===== src/logic/epwm_params.svh =====
`ifndef EPWM_PARAMS_SVH
`define EPWM_PARAMS_SVH

// ********************************************************************
// Clocking
// ********************************************************************
`define CLK_SYS_HZ       40000000
`define INSTR_CLK_DIV    4

// ********************************************************************
// Control field encodings and positions
// ********************************************************************
`define UNIT_CTRL_RESET  8'h00
`define CCP_PWM_MODE     2'h3
`define MODE_SINGLE      2'h0
`define MODE_HALF        2'h2
`define POL_A_LOW_BIT    1
`define POL_B_LOW_BIT    0
`define SRC_CMP_BIT      0
`define SRC_INT_BIT      2
`define SD_DRIVE_LOW     2'h0
`define SD_DRIVE_HIGH    2'h1
`define SD_TRISTATE_BIT  1
`define DEADBAND_W       7

`endif


===== src/logic/epwm_pkg.sv =====
`default_nettype none

package epwm_pkg;

  // ********************************************************************
  // Configuration carriers, pin drive and generator state
  // ********************************************************************
  typedef struct packed {
    logic [1:0] output_mode_select;
    logic [1:0] duty_low_bits;
    logic [3:0] unit_mode_polarity_bits;
  } unit_ctrl_t;

  typedef struct packed {
    logic [2:0] shutdown_source_select;
    logic [1:0] pair_a_shutdown_state;
    logic [1:0] pair_b_shutdown_state;
  } shutdown_cfg_t;

  typedef struct packed {
    logic       auto_restart_enable;
    logic [6:0] deadband_count;
  } deadband_cfg_t;

  typedef struct packed {
    logic pwm_out_a;
    logic pwm_out_a_oe;
    logic pwm_out_b;
    logic pwm_out_b_oe;
  } pin_drive_t;

  typedef enum logic [1:0] {
    GEN_OFF,
    GEN_ARM,
    GEN_FIRST,
    GEN_RUN
  } gen_state_t;

endpackage

`default_nettype wire


===== src/logic/deadband_delay.sv =====
`default_nettype none
`include "epwm_params.svh"

module deadband_delay
  import epwm_pkg::*;
#(
  parameter int CNT_W = `DEADBAND_W
) (
  input  wire logic             clk_sys,
  input  wire logic             rst_n,
  input  wire logic             instr_tick,
  input  wire logic             req_active,
  input  wire logic [CNT_W-1:0] delay_count,
  output var  logic             out_active
);

  // ********************************************************************
  // Turn-on delay
  // ********************************************************************
  logic             req_q;
  logic [CNT_W-1:0] remaining;

  wire             rise = req_active & ~req_q;
  wire             done = (remaining == '0);
  wire [CNT_W-1:0] dec_remaining = (instr_tick && !done) ? remaining - 1'b1 : remaining;
  wire [CNT_W-1:0] next_remaining = !req_active ? '0 :
                                    rise        ? delay_count :
                                                  dec_remaining;
  // A request that ends before the count runs out never turns active
  wire             next_active = req_active & (next_remaining == '0);

  always_ff @(posedge clk_sys) begin
    if (!rst_n) begin
      req_q      <= 1'b0;
      remaining  <= '0;
      out_active <= 1'b0;
    end else begin
      req_q      <= req_active;
      remaining  <= next_remaining;
      out_active <= next_active;
    end
  end
endmodule

`default_nettype wire


===== src/logic/enhanced_pwm_output_stage.sv =====
`default_nettype none
`include "epwm_params.svh"

module enhanced_pwm_output_stage
  import epwm_pkg::*;
#(
  parameter int INSTR_DIV = `INSTR_CLK_DIV
) (
  input  wire logic          clk_sys,
  input  wire logic          rst_n,
  input  wire unit_ctrl_t    unit_ctrl,
  input  wire shutdown_cfg_t shutdown_cfg,
  input  wire deadband_cfg_t deadband_cfg,
  input  wire logic          pwm_raw,
  input  wire logic          period_start,
  input  wire logic          int_pin_level,
  input  wire logic          comparator_event,
  input  wire logic          status_write,
  input  wire logic          status_write_value,
  input  wire logic          flag_clear,
  input  wire logic          port_latch_a,
  input  wire logic          port_latch_b,
  input  wire logic          pin_direction_bit_a,
  input  wire logic          pin_direction_bit_b,
  output var  pin_drive_t    pin_drive,
  output var  logic          shutdown_status_bit,
  output var  logic          base_timer_match_flag
);

  localparam int DIV_W = $clog2(INSTR_DIV);

  // ********************************************************************
  // Pin selection
  // ********************************************************************
  // Returns {level, enable}. A set direction bit always wins, so firmware
  // keeps the final say over the driver even during shutdown.
  function automatic logic [1:0] pin_next(
    input logic       own,
    input logic       sd,
    input logic [1:0] sd_state,
    input logic       act,
    input logic       pol_low,
    input logic       latch,
    input logic       dir
  );
    logic drv;
    drv = ~dir;
    if (!own) begin
      pin_next = {latch, drv};
    end else if (sd) begin
      pin_next = {sd_state == `SD_DRIVE_HIGH,
                  drv & ~sd_state[`SD_TRISTATE_BIT]};
    end else begin
      pin_next = {act ^ pol_low, drv};
    end
  endfunction

  // ********************************************************************
  // Mode decode
  // ********************************************************************
  wire pwm_sel     = unit_ctrl.unit_mode_polarity_bits[3:2] == `CCP_PWM_MODE;
  wire ctrl_zero   = unit_ctrl == `UNIT_CTRL_RESET;
  wire half_mode   = unit_ctrl.output_mode_select == `MODE_HALF;
  wire single_mode = unit_ctrl.output_mode_select == `MODE_SINGLE;
  wire enabled     = pwm_sel & ~ctrl_zero & (half_mode | single_mode);
  wire own_a       = enabled;
  wire own_b       = enabled & half_mode;
  wire pol_a_low   = unit_ctrl.unit_mode_polarity_bits[`POL_A_LOW_BIT];
  wire pol_b_low   = unit_ctrl.unit_mode_polarity_bits[`POL_B_LOW_BIT];

  // ********************************************************************
  // Instruction-cycle divider
  // ********************************************************************
  // Free running; the dead-band start therefore lands anywhere inside an
  // instruction cycle, which costs up to one cycle of jitter on turn-on.
  logic [DIV_W-1:0] div_cnt;

  wire             instr_tick   = div_cnt == DIV_W'(INSTR_DIV - 1);
  wire [DIV_W-1:0] next_div_cnt = instr_tick ? '0 : div_cnt + 1'b1;

  always_ff @(posedge clk_sys) begin
    if (!rst_n) begin
      div_cnt <= '0;
    end else begin
      div_cnt <= next_div_cnt;
    end
  end

  // ********************************************************************
  // Auto-shutdown
  // ********************************************************************
  wire src_cmp = shutdown_cfg.shutdown_source_select[`SRC_CMP_BIT] & comparator_event;
  wire src_int = shutdown_cfg.shutdown_source_select[`SRC_INT_BIT] & ~int_pin_level;
  wire source_hit = src_cmp | src_int;
  wire fw_set     = status_write & status_write_value;
  wire restart    = deadband_cfg.auto_restart_enable & shutdown_status_bit;

  // Source level wins over any write, so a live condition cannot be cleared
  wire next_status = source_hit   ? 1'b1 :
                     status_write ? status_write_value :
                     restart      ? 1'b0 :
                                    shutdown_status_bit;

  // Pins follow the raw condition or a firmware set in the same cycle, and the stored bit after that
  wire shutdown_now = source_hit | fw_set | shutdown_status_bit;

  always_ff @(posedge clk_sys) begin
    if (!rst_n) begin
      shutdown_status_bit <= 1'b0;
    end else begin
      shutdown_status_bit <= next_status;
    end
  end

  // ********************************************************************
  // Generation gate
  // ********************************************************************
  gen_state_t gen_state;
  gen_state_t next_gen_state;

  always_comb begin
    next_gen_state = gen_state;
    case (gen_state)
      GEN_OFF: begin
        if (enabled) begin
          next_gen_state = GEN_ARM;
        end
      end
      GEN_ARM: begin
        if (period_start && !shutdown_now) begin
          next_gen_state = GEN_FIRST;
        end
      end
      GEN_FIRST: begin
        if (period_start) begin
          next_gen_state = GEN_RUN;
        end
      end
      GEN_RUN: begin
        next_gen_state = GEN_RUN;
      end
      default: begin
        next_gen_state = GEN_OFF;
      end
    endcase
    if (!enabled) begin
      next_gen_state = GEN_OFF;
    end else if (shutdown_now && gen_state != GEN_OFF) begin
      next_gen_state = GEN_ARM;
    end
  end

  wire armed_go = gen_state == GEN_ARM && period_start && !shutdown_now;
  wire gen_on   = gen_state == GEN_FIRST || gen_state == GEN_RUN || armed_go;
  wire req_a    = gen_on & pwm_raw;
  wire req_b    = gen_on & half_mode & ~pwm_raw;

  // Single mode runs without dead-band
  wire [`DEADBAND_W-1:0] dly = half_mode ? deadband_cfg.deadband_count : '0;

  // Flag marks the start of the second period and every one after it
  wire flag_set = period_start && (gen_state == GEN_FIRST || gen_state == GEN_RUN);
  wire next_flag = flag_set | (base_timer_match_flag & ~flag_clear);

  always_ff @(posedge clk_sys) begin
    if (!rst_n) begin
      gen_state             <= GEN_OFF;
      base_timer_match_flag <= 1'b0;
    end else begin
      gen_state             <= next_gen_state;
      base_timer_match_flag <= next_flag;
    end
  end

  // ********************************************************************
  // Dead-band and output pins
  // ********************************************************************
  logic act_a;
  logic act_b;

  deadband_delay #(
    .CNT_W(`DEADBAND_W)
  ) u_delay_a (
    .clk_sys    (clk_sys),
    .rst_n      (rst_n),
    .instr_tick (instr_tick),
    .req_active (req_a),
    .delay_count(dly),
    .out_active (act_a)
  );

  deadband_delay #(
    .CNT_W(`DEADBAND_W)
  ) u_delay_b (
    .clk_sys    (clk_sys),
    .rst_n      (rst_n),
    .instr_tick (instr_tick),
    .req_active (req_b),
    .delay_count(dly),
    .out_active (act_b)
  );

  wire [1:0] next_pin_a = pin_next(own_a, shutdown_now,
                                   shutdown_cfg.pair_a_shutdown_state,
                                   act_a, pol_a_low, port_latch_a, pin_direction_bit_a);
  wire [1:0] next_pin_b = pin_next(own_b, shutdown_now,
                                   shutdown_cfg.pair_b_shutdown_state,
                                   act_b, pol_b_low, port_latch_b, pin_direction_bit_b);

  always_ff @(posedge clk_sys) begin
    if (!rst_n) begin
      pin_drive <= '0;
    end else begin
      pin_drive <= {next_pin_a, next_pin_b};
    end
  end
endmodule

`default_nettype wire


===== config.mk =====
export PLATFORM = sky130hd
export DESIGN_NAME = enhanced_pwm_output_stage
export DESIGN_NICKNAME = d
export VERILOG_FILES = /design/src/logic/epwm_pkg.sv /design/src/logic/deadband_delay.sv /design/src/logic/enhanced_pwm_output_stage.sv
export VERILOG_INCLUDE_DIRS = /design/src /design/src/logic
export SDC_FILE = /design/constraint.sdc
export NUM_CORES = 1
export LEC_CHECK = 0
export BUFFER_PORTS_ARGS = -buffer_cell sky130_fd_sc_hd__buf_4
export CAP_MARGIN = 25
export CORE_UTILIZATION = 50
export DETAILED_ROUTE_END_ITERATION = 6
export PLACE_DENSITY = 0.86
export SLEW_MARGIN = 20
export SYNTH_ARGS = -nofsm -noshare
export SYNTH_HDL_FRONTEND = slang
export SYNTH_SLANG_ARGS = --single-unit

===== constraint.sdc =====
create_clock -name clk_sys -period 3.3 [get_ports clk_sys]
set_clock_uncertainty 0.15 [all_clocks]
set_input_delay 0.495 -clock clk_sys [delete_from_list [all_inputs] [get_ports clk_sys]]
set_output_delay 0.495 -clock clk_sys [all_outputs]
set_load 0.01 [all_outputs]

==> results.md <==
- The logic depth of the worst register-to-register path is 6.
- The via count of the routed design is 1,479.
- Dividing the detail-routed via count by the number of cells gives 5.94.
- The final layout contains routed wiring with a total length of 3.54 mm.
- Routability-driven placement finished with a final weighted congestion of 0.870.
- Along the worst path, the maximum fanout reaches 13.
- The H-tree depth reported by CTS is 1.
- The final reports fail on DRC.
- The most critical setup path has its endpoint at u_delay_b.remaining[5].
- The hold-fix buffer count after cts is 0.
- The CTS clock-pin slew for the worst setup and hold paths is 0.15 ns.
- The run finished, with violations left.
- By startpoint and endpoint, the worst setup path is classified as reg -> reg.
- In this run, synthesis inferred 0 flip-flops with an integrated enable.
- The largest vdd supply drop is 237 uV.
- Grouping stages by cell kind, the critical path spends the most delay in compound AO/OA/AOI/OAI gates.
- The critical path starts at div_cnt[0].
- After layout, the worst path uses 79.3% of the clock period.
- The number of nets with antenna violations after routing is 0.
- During placement, the flow inserted port buffers numbering 38.
- Counting along the longest clock path gives a buffer depth of 2.
- The post-synthesis net count is 220.
- Dividing total power by cell area gives a power density of 353 mW/mm^2.
- The number of search-and-repair iterations in the first detailed-routing pass is 6.
- Headroom to the max-slew limit came out at 61.1%.
- Data on the critical path is required at its endpoint by 3.44 ns.
- After clock tree synthesis, the repair step resized 0 gates.
- The die span in x is 57.4 um.
- The area growth from synthesis to layout is 22.7%.
- The floorplan step defined a die boundary enclosing 0.00330 mm^2.
- In the final layout, the share of cells above drive strength 1 is 22.9%.
- TritonCTS built the clock tree.
- The actual slew at the worst max-slew pin is 0.578 ns.
- A synthesized cell averages 8.48 um^2.
- The worst register-to-register path has a setup slack of 0.68 ns.
- The number of antenna violations at the first check in global routing came to 0.
- The root cell of the clock tree is sky130_fd_sc_hd__clkbuf_4.
- The area occupied by registers is 561 um^2.
- Adding up every negative setup slack in the final design gives 0 ns.
- The netlist area before placement is 0.00154 mm^2.
- 42 I/O pins were placed.
- Setup repair after global routing left no endpoint under its margin.
- The post-CTS repair timing setup buffer count is 0.
- The count of unique library cells instantiated by Yosys is 55.
- The sequential area share after synthesis is 36.5%.
- The final critical delay including setup and external delays is 2.62 ns.
- The HPWL after detailed placement is 2.75 mm.
- After technology mapping, the gate count stands at 181.
- Counting flops with an async set or reset pin after synthesis yields a share of 0%.
- The final routed DRC violation total is 5.
- The worst setup path is captured at a register.
- The via count of the first global-routing pass is 1,441.
- The path category of the worst min-delay check is in -> reg.
- The global-route wire length before repair is 5.83 mm.
- Setup violations remaining at the end of the flow were counted as 0.
- The Yosys step of the flow raised 0 warnings.
- The most common library cell in the layout ignoring fill and taps is sky130_fd_sc_hd__buf_4.
- After detailed routing, the average wire length per cell comes to 14.2 um.
- The worst endpoint data arrival time is 2.76 ns.
- Counting flops and latches in the post-synthesis netlist gives 28.
- The count of clock tree sinks is 28.
- Among all stages on the critical path, the largest delay is contributed by sky130_fd_sc_hd__or4b_4.
- In this run the critical register-to-register path is launched from div_cnt[0].
- Walking the worst path, the cells encountered are ha_1 > or4b_4 > a2111oi_4 > xnor2_1 > a2111oi_2 > and2_1.
- Once the floorplan was initialized, standard cells occupied 54.3% of the core.
- The library cells used most frequently in the layout, excluding fill and tap cells, are 39 x sky130_fd_sc_hd__buf_4, 28 x sky130_fd_sc_hd__dfxtp_1, 21 x sky130_fd_sc_hd__nor2_1, 13 x sky130_fd_sc_hd__nand2_1, 11 x sky130_fd_sc_hd__inv_1.
- Including well taps, the total number of placed cells is 245.
- The tool flagged a number of max-cap violations equal to 0.
- The die height is 57.4 um.
- Row generation in the floorplan step produced 19 rows.
- The final non-filler cell total is 249.
- The number of buffers and inverters on the critical path is 0.
- The critical path launch point type is a register.
- The largest net degree at the start of global routing is 17.
- The delay of the slowest cell on the worst path is 0.55 ns.
- The overall fraction of global-route tracks in use is 22.5%.
- Summing all multi-input logic gate instances after layout gives 898 um^2.
- The number of inserted diodes is 0.
- The filler cell count in the final layout is 245.
- In the final design database the tool counted 258 nets.
- The final number of max-transition violations is 0.
- The core region is 0.00283 mm^2.
- The endpoint identified for the worst register-to-register timing path is u_delay_b.remaining[5].
- The critical path crosses 6 cells after its start point.
- The most frequently used flop master after synthesis is sky130_fd_sc_hd__dfxtp_1.
- Static timing analysis puts the maximum clock frequency at 382 MHz.
- Clock tree synthesis inserted a total of 3 buffers.
- At the later pin of the worst-skew pair, clock insertion delay measures 0.33 ns.
- The count of final hold-check violations is 0.
- The overall overflow remaining after global route is 0.
- The static leakage is 0.741 nW.
- The first-iteration detailed-routing DRC count is 49.
-- through the flow --
stage                     total power (W)  area [um^2]  util (%)  setup slack, ns  hold WS [ns]
after detailed placement         0.000448         1830      64.8            0.716         0.277
after global routing             0.000689         1880      66.6            0.488         0.135
after floorplan                  0.000401         1540         -             1.14         0.254
final                            0.000665         1880      66.6            0.682         0.150
after global placement           0.000446         1830      64.8            0.809         0.263
after CTS                        0.000665         1880      66.6            0.668         0.149
-- power breakdown --
group          switching (W)  internal [W]  leakage, nW  total (W)
Sequential        0.00000314      0.000346        0.228   0.000349
Clock               0.000101      0.000123       0.0279   0.000224
Combinational      0.0000421     0.0000497        0.485  0.0000918
Total               0.000147      0.000518        0.741   0.000665
-- layer usage --
layer	part of all wire (%)	GRT usage, %
met5	0	0
met2	48	42.7
met1	45	25.8
met3	5.8	3.17
met4	1.2	6.62
-- cells by family (layout without fill, tap and decap cells) --
| kind of cell | after synthesis | after routing | share of synthesized area, % |
|---|---|---|---|
| AOI/OAI and AO/OA | 48 | 48 | 24.5 |
| xor gates and xnor gates | 4 | 4 | 2.28 |
| adders and majority gates | 3 | 3 | 2.45 |
| buffers and inverters | 17 | 54 | 4.97 |
| DFF | 28 | 28 | 36.5 |
| muxes | 3 | 3 | 2.04 |
| and+or+nand+nor | 78 | 78 | 27.3 |
-- cell type report --
class                           instances  share of cell area [%]
Inverter                               11                    2.19
Timing Repair Buffer                   39                    15.5
Tap cell                               31                    2.06
Clock buffer                            3                    1.20
Clock inverter                          1                    1.59
Sequential cell                        28                    29.7
Multi-Input combinational cell        136                    47.7
-- synth_stat cells, types with 2 or more instances --
cell type	n	area, um^2
sky130_fd_sc_hd__or4_1	3	22.5
sky130_fd_sc_hd__nand3b_1	2	15.0
sky130_fd_sc_hd__and2_1	5	31.3
sky130_fd_sc_hd__clkbuf_1	3	11.3
sky130_fd_sc_hd__o21a_1	2	15.0
sky130_fd_sc_hd__nor4_1	5	31.3
sky130_fd_sc_hd__o21ai_0	3	15.0
sky130_fd_sc_hd__a211oi_1	3	22.5
sky130_fd_sc_hd__a221oi_1	2	17.5
sky130_fd_sc_hd__nor2b_1	3	18.8
sky130_fd_sc_hd__nand2_1	13	48.8
sky130_fd_sc_hd__a31o_2	2	17.5
sky130_fd_sc_hd__dfxtp_1	28	561
sky130_fd_sc_hd__nor3_1	3	15.0
sky130_fd_sc_hd__inv_1	11	41.3
sky130_fd_sc_hd__o31ai_1	2	15.0
sky130_fd_sc_hd__a311oi_1	3	26.3
sky130_fd_sc_hd__nor2_1	21	78.8
sky130_fd_sc_hd__a31oi_1	5	31.3
sky130_fd_sc_hd__xnor2_1	4	35.0
sky130_fd_sc_hd__ha_1	3	37.5
sky130_fd_sc_hd__mux2i_1	2	20.0
sky130_fd_sc_hd__nand2b_1	6	37.5
sky130_fd_sc_hd__and3_1	3	18.8
sky130_fd_sc_hd__nor3b_1	2	15.0
sky130_fd_sc_hd__nand3_1	4	20.0
sky130_fd_sc_hd__a21oi_1	10	50.1
-- worst min-delay path by stage --
stage	start	slack (ns)	cells after the start	to
floorplan	div_cnt[0]	0.25	1	div_cnt[0]
global placement	div_cnt[0]	0.26	1	div_cnt[0]
detailed placement	div_cnt[0]	0.28	1	div_cnt[0]
CTS	pin_direction_bit_a	0.15	2	pin_drive[2]
global route	pin_direction_bit_a	0.14	2	pin_drive[2]
finish	pin_direction_bit_a	0.15	2	pin_drive[2]
-- state kept, by name (all words and copies together), names as in the netlist --
| signal | count |
|---|---|
| u_delay_a.remaining | 7 |
| u_delay_b.remaining | 7 |
| pin_drive | 4 |
| div_cnt | 2 |
| gen_state | 2 |
| base_timer_match_flag | 1 |
| shutdown_status_bit | 1 |
| u_delay_a.out_active | 1 |
| u_delay_a.req_q | 1 |
| u_delay_b.out_active | 1 |
| u_delay_b.req_q | 1 |
(Power assumes the default switching activity.)
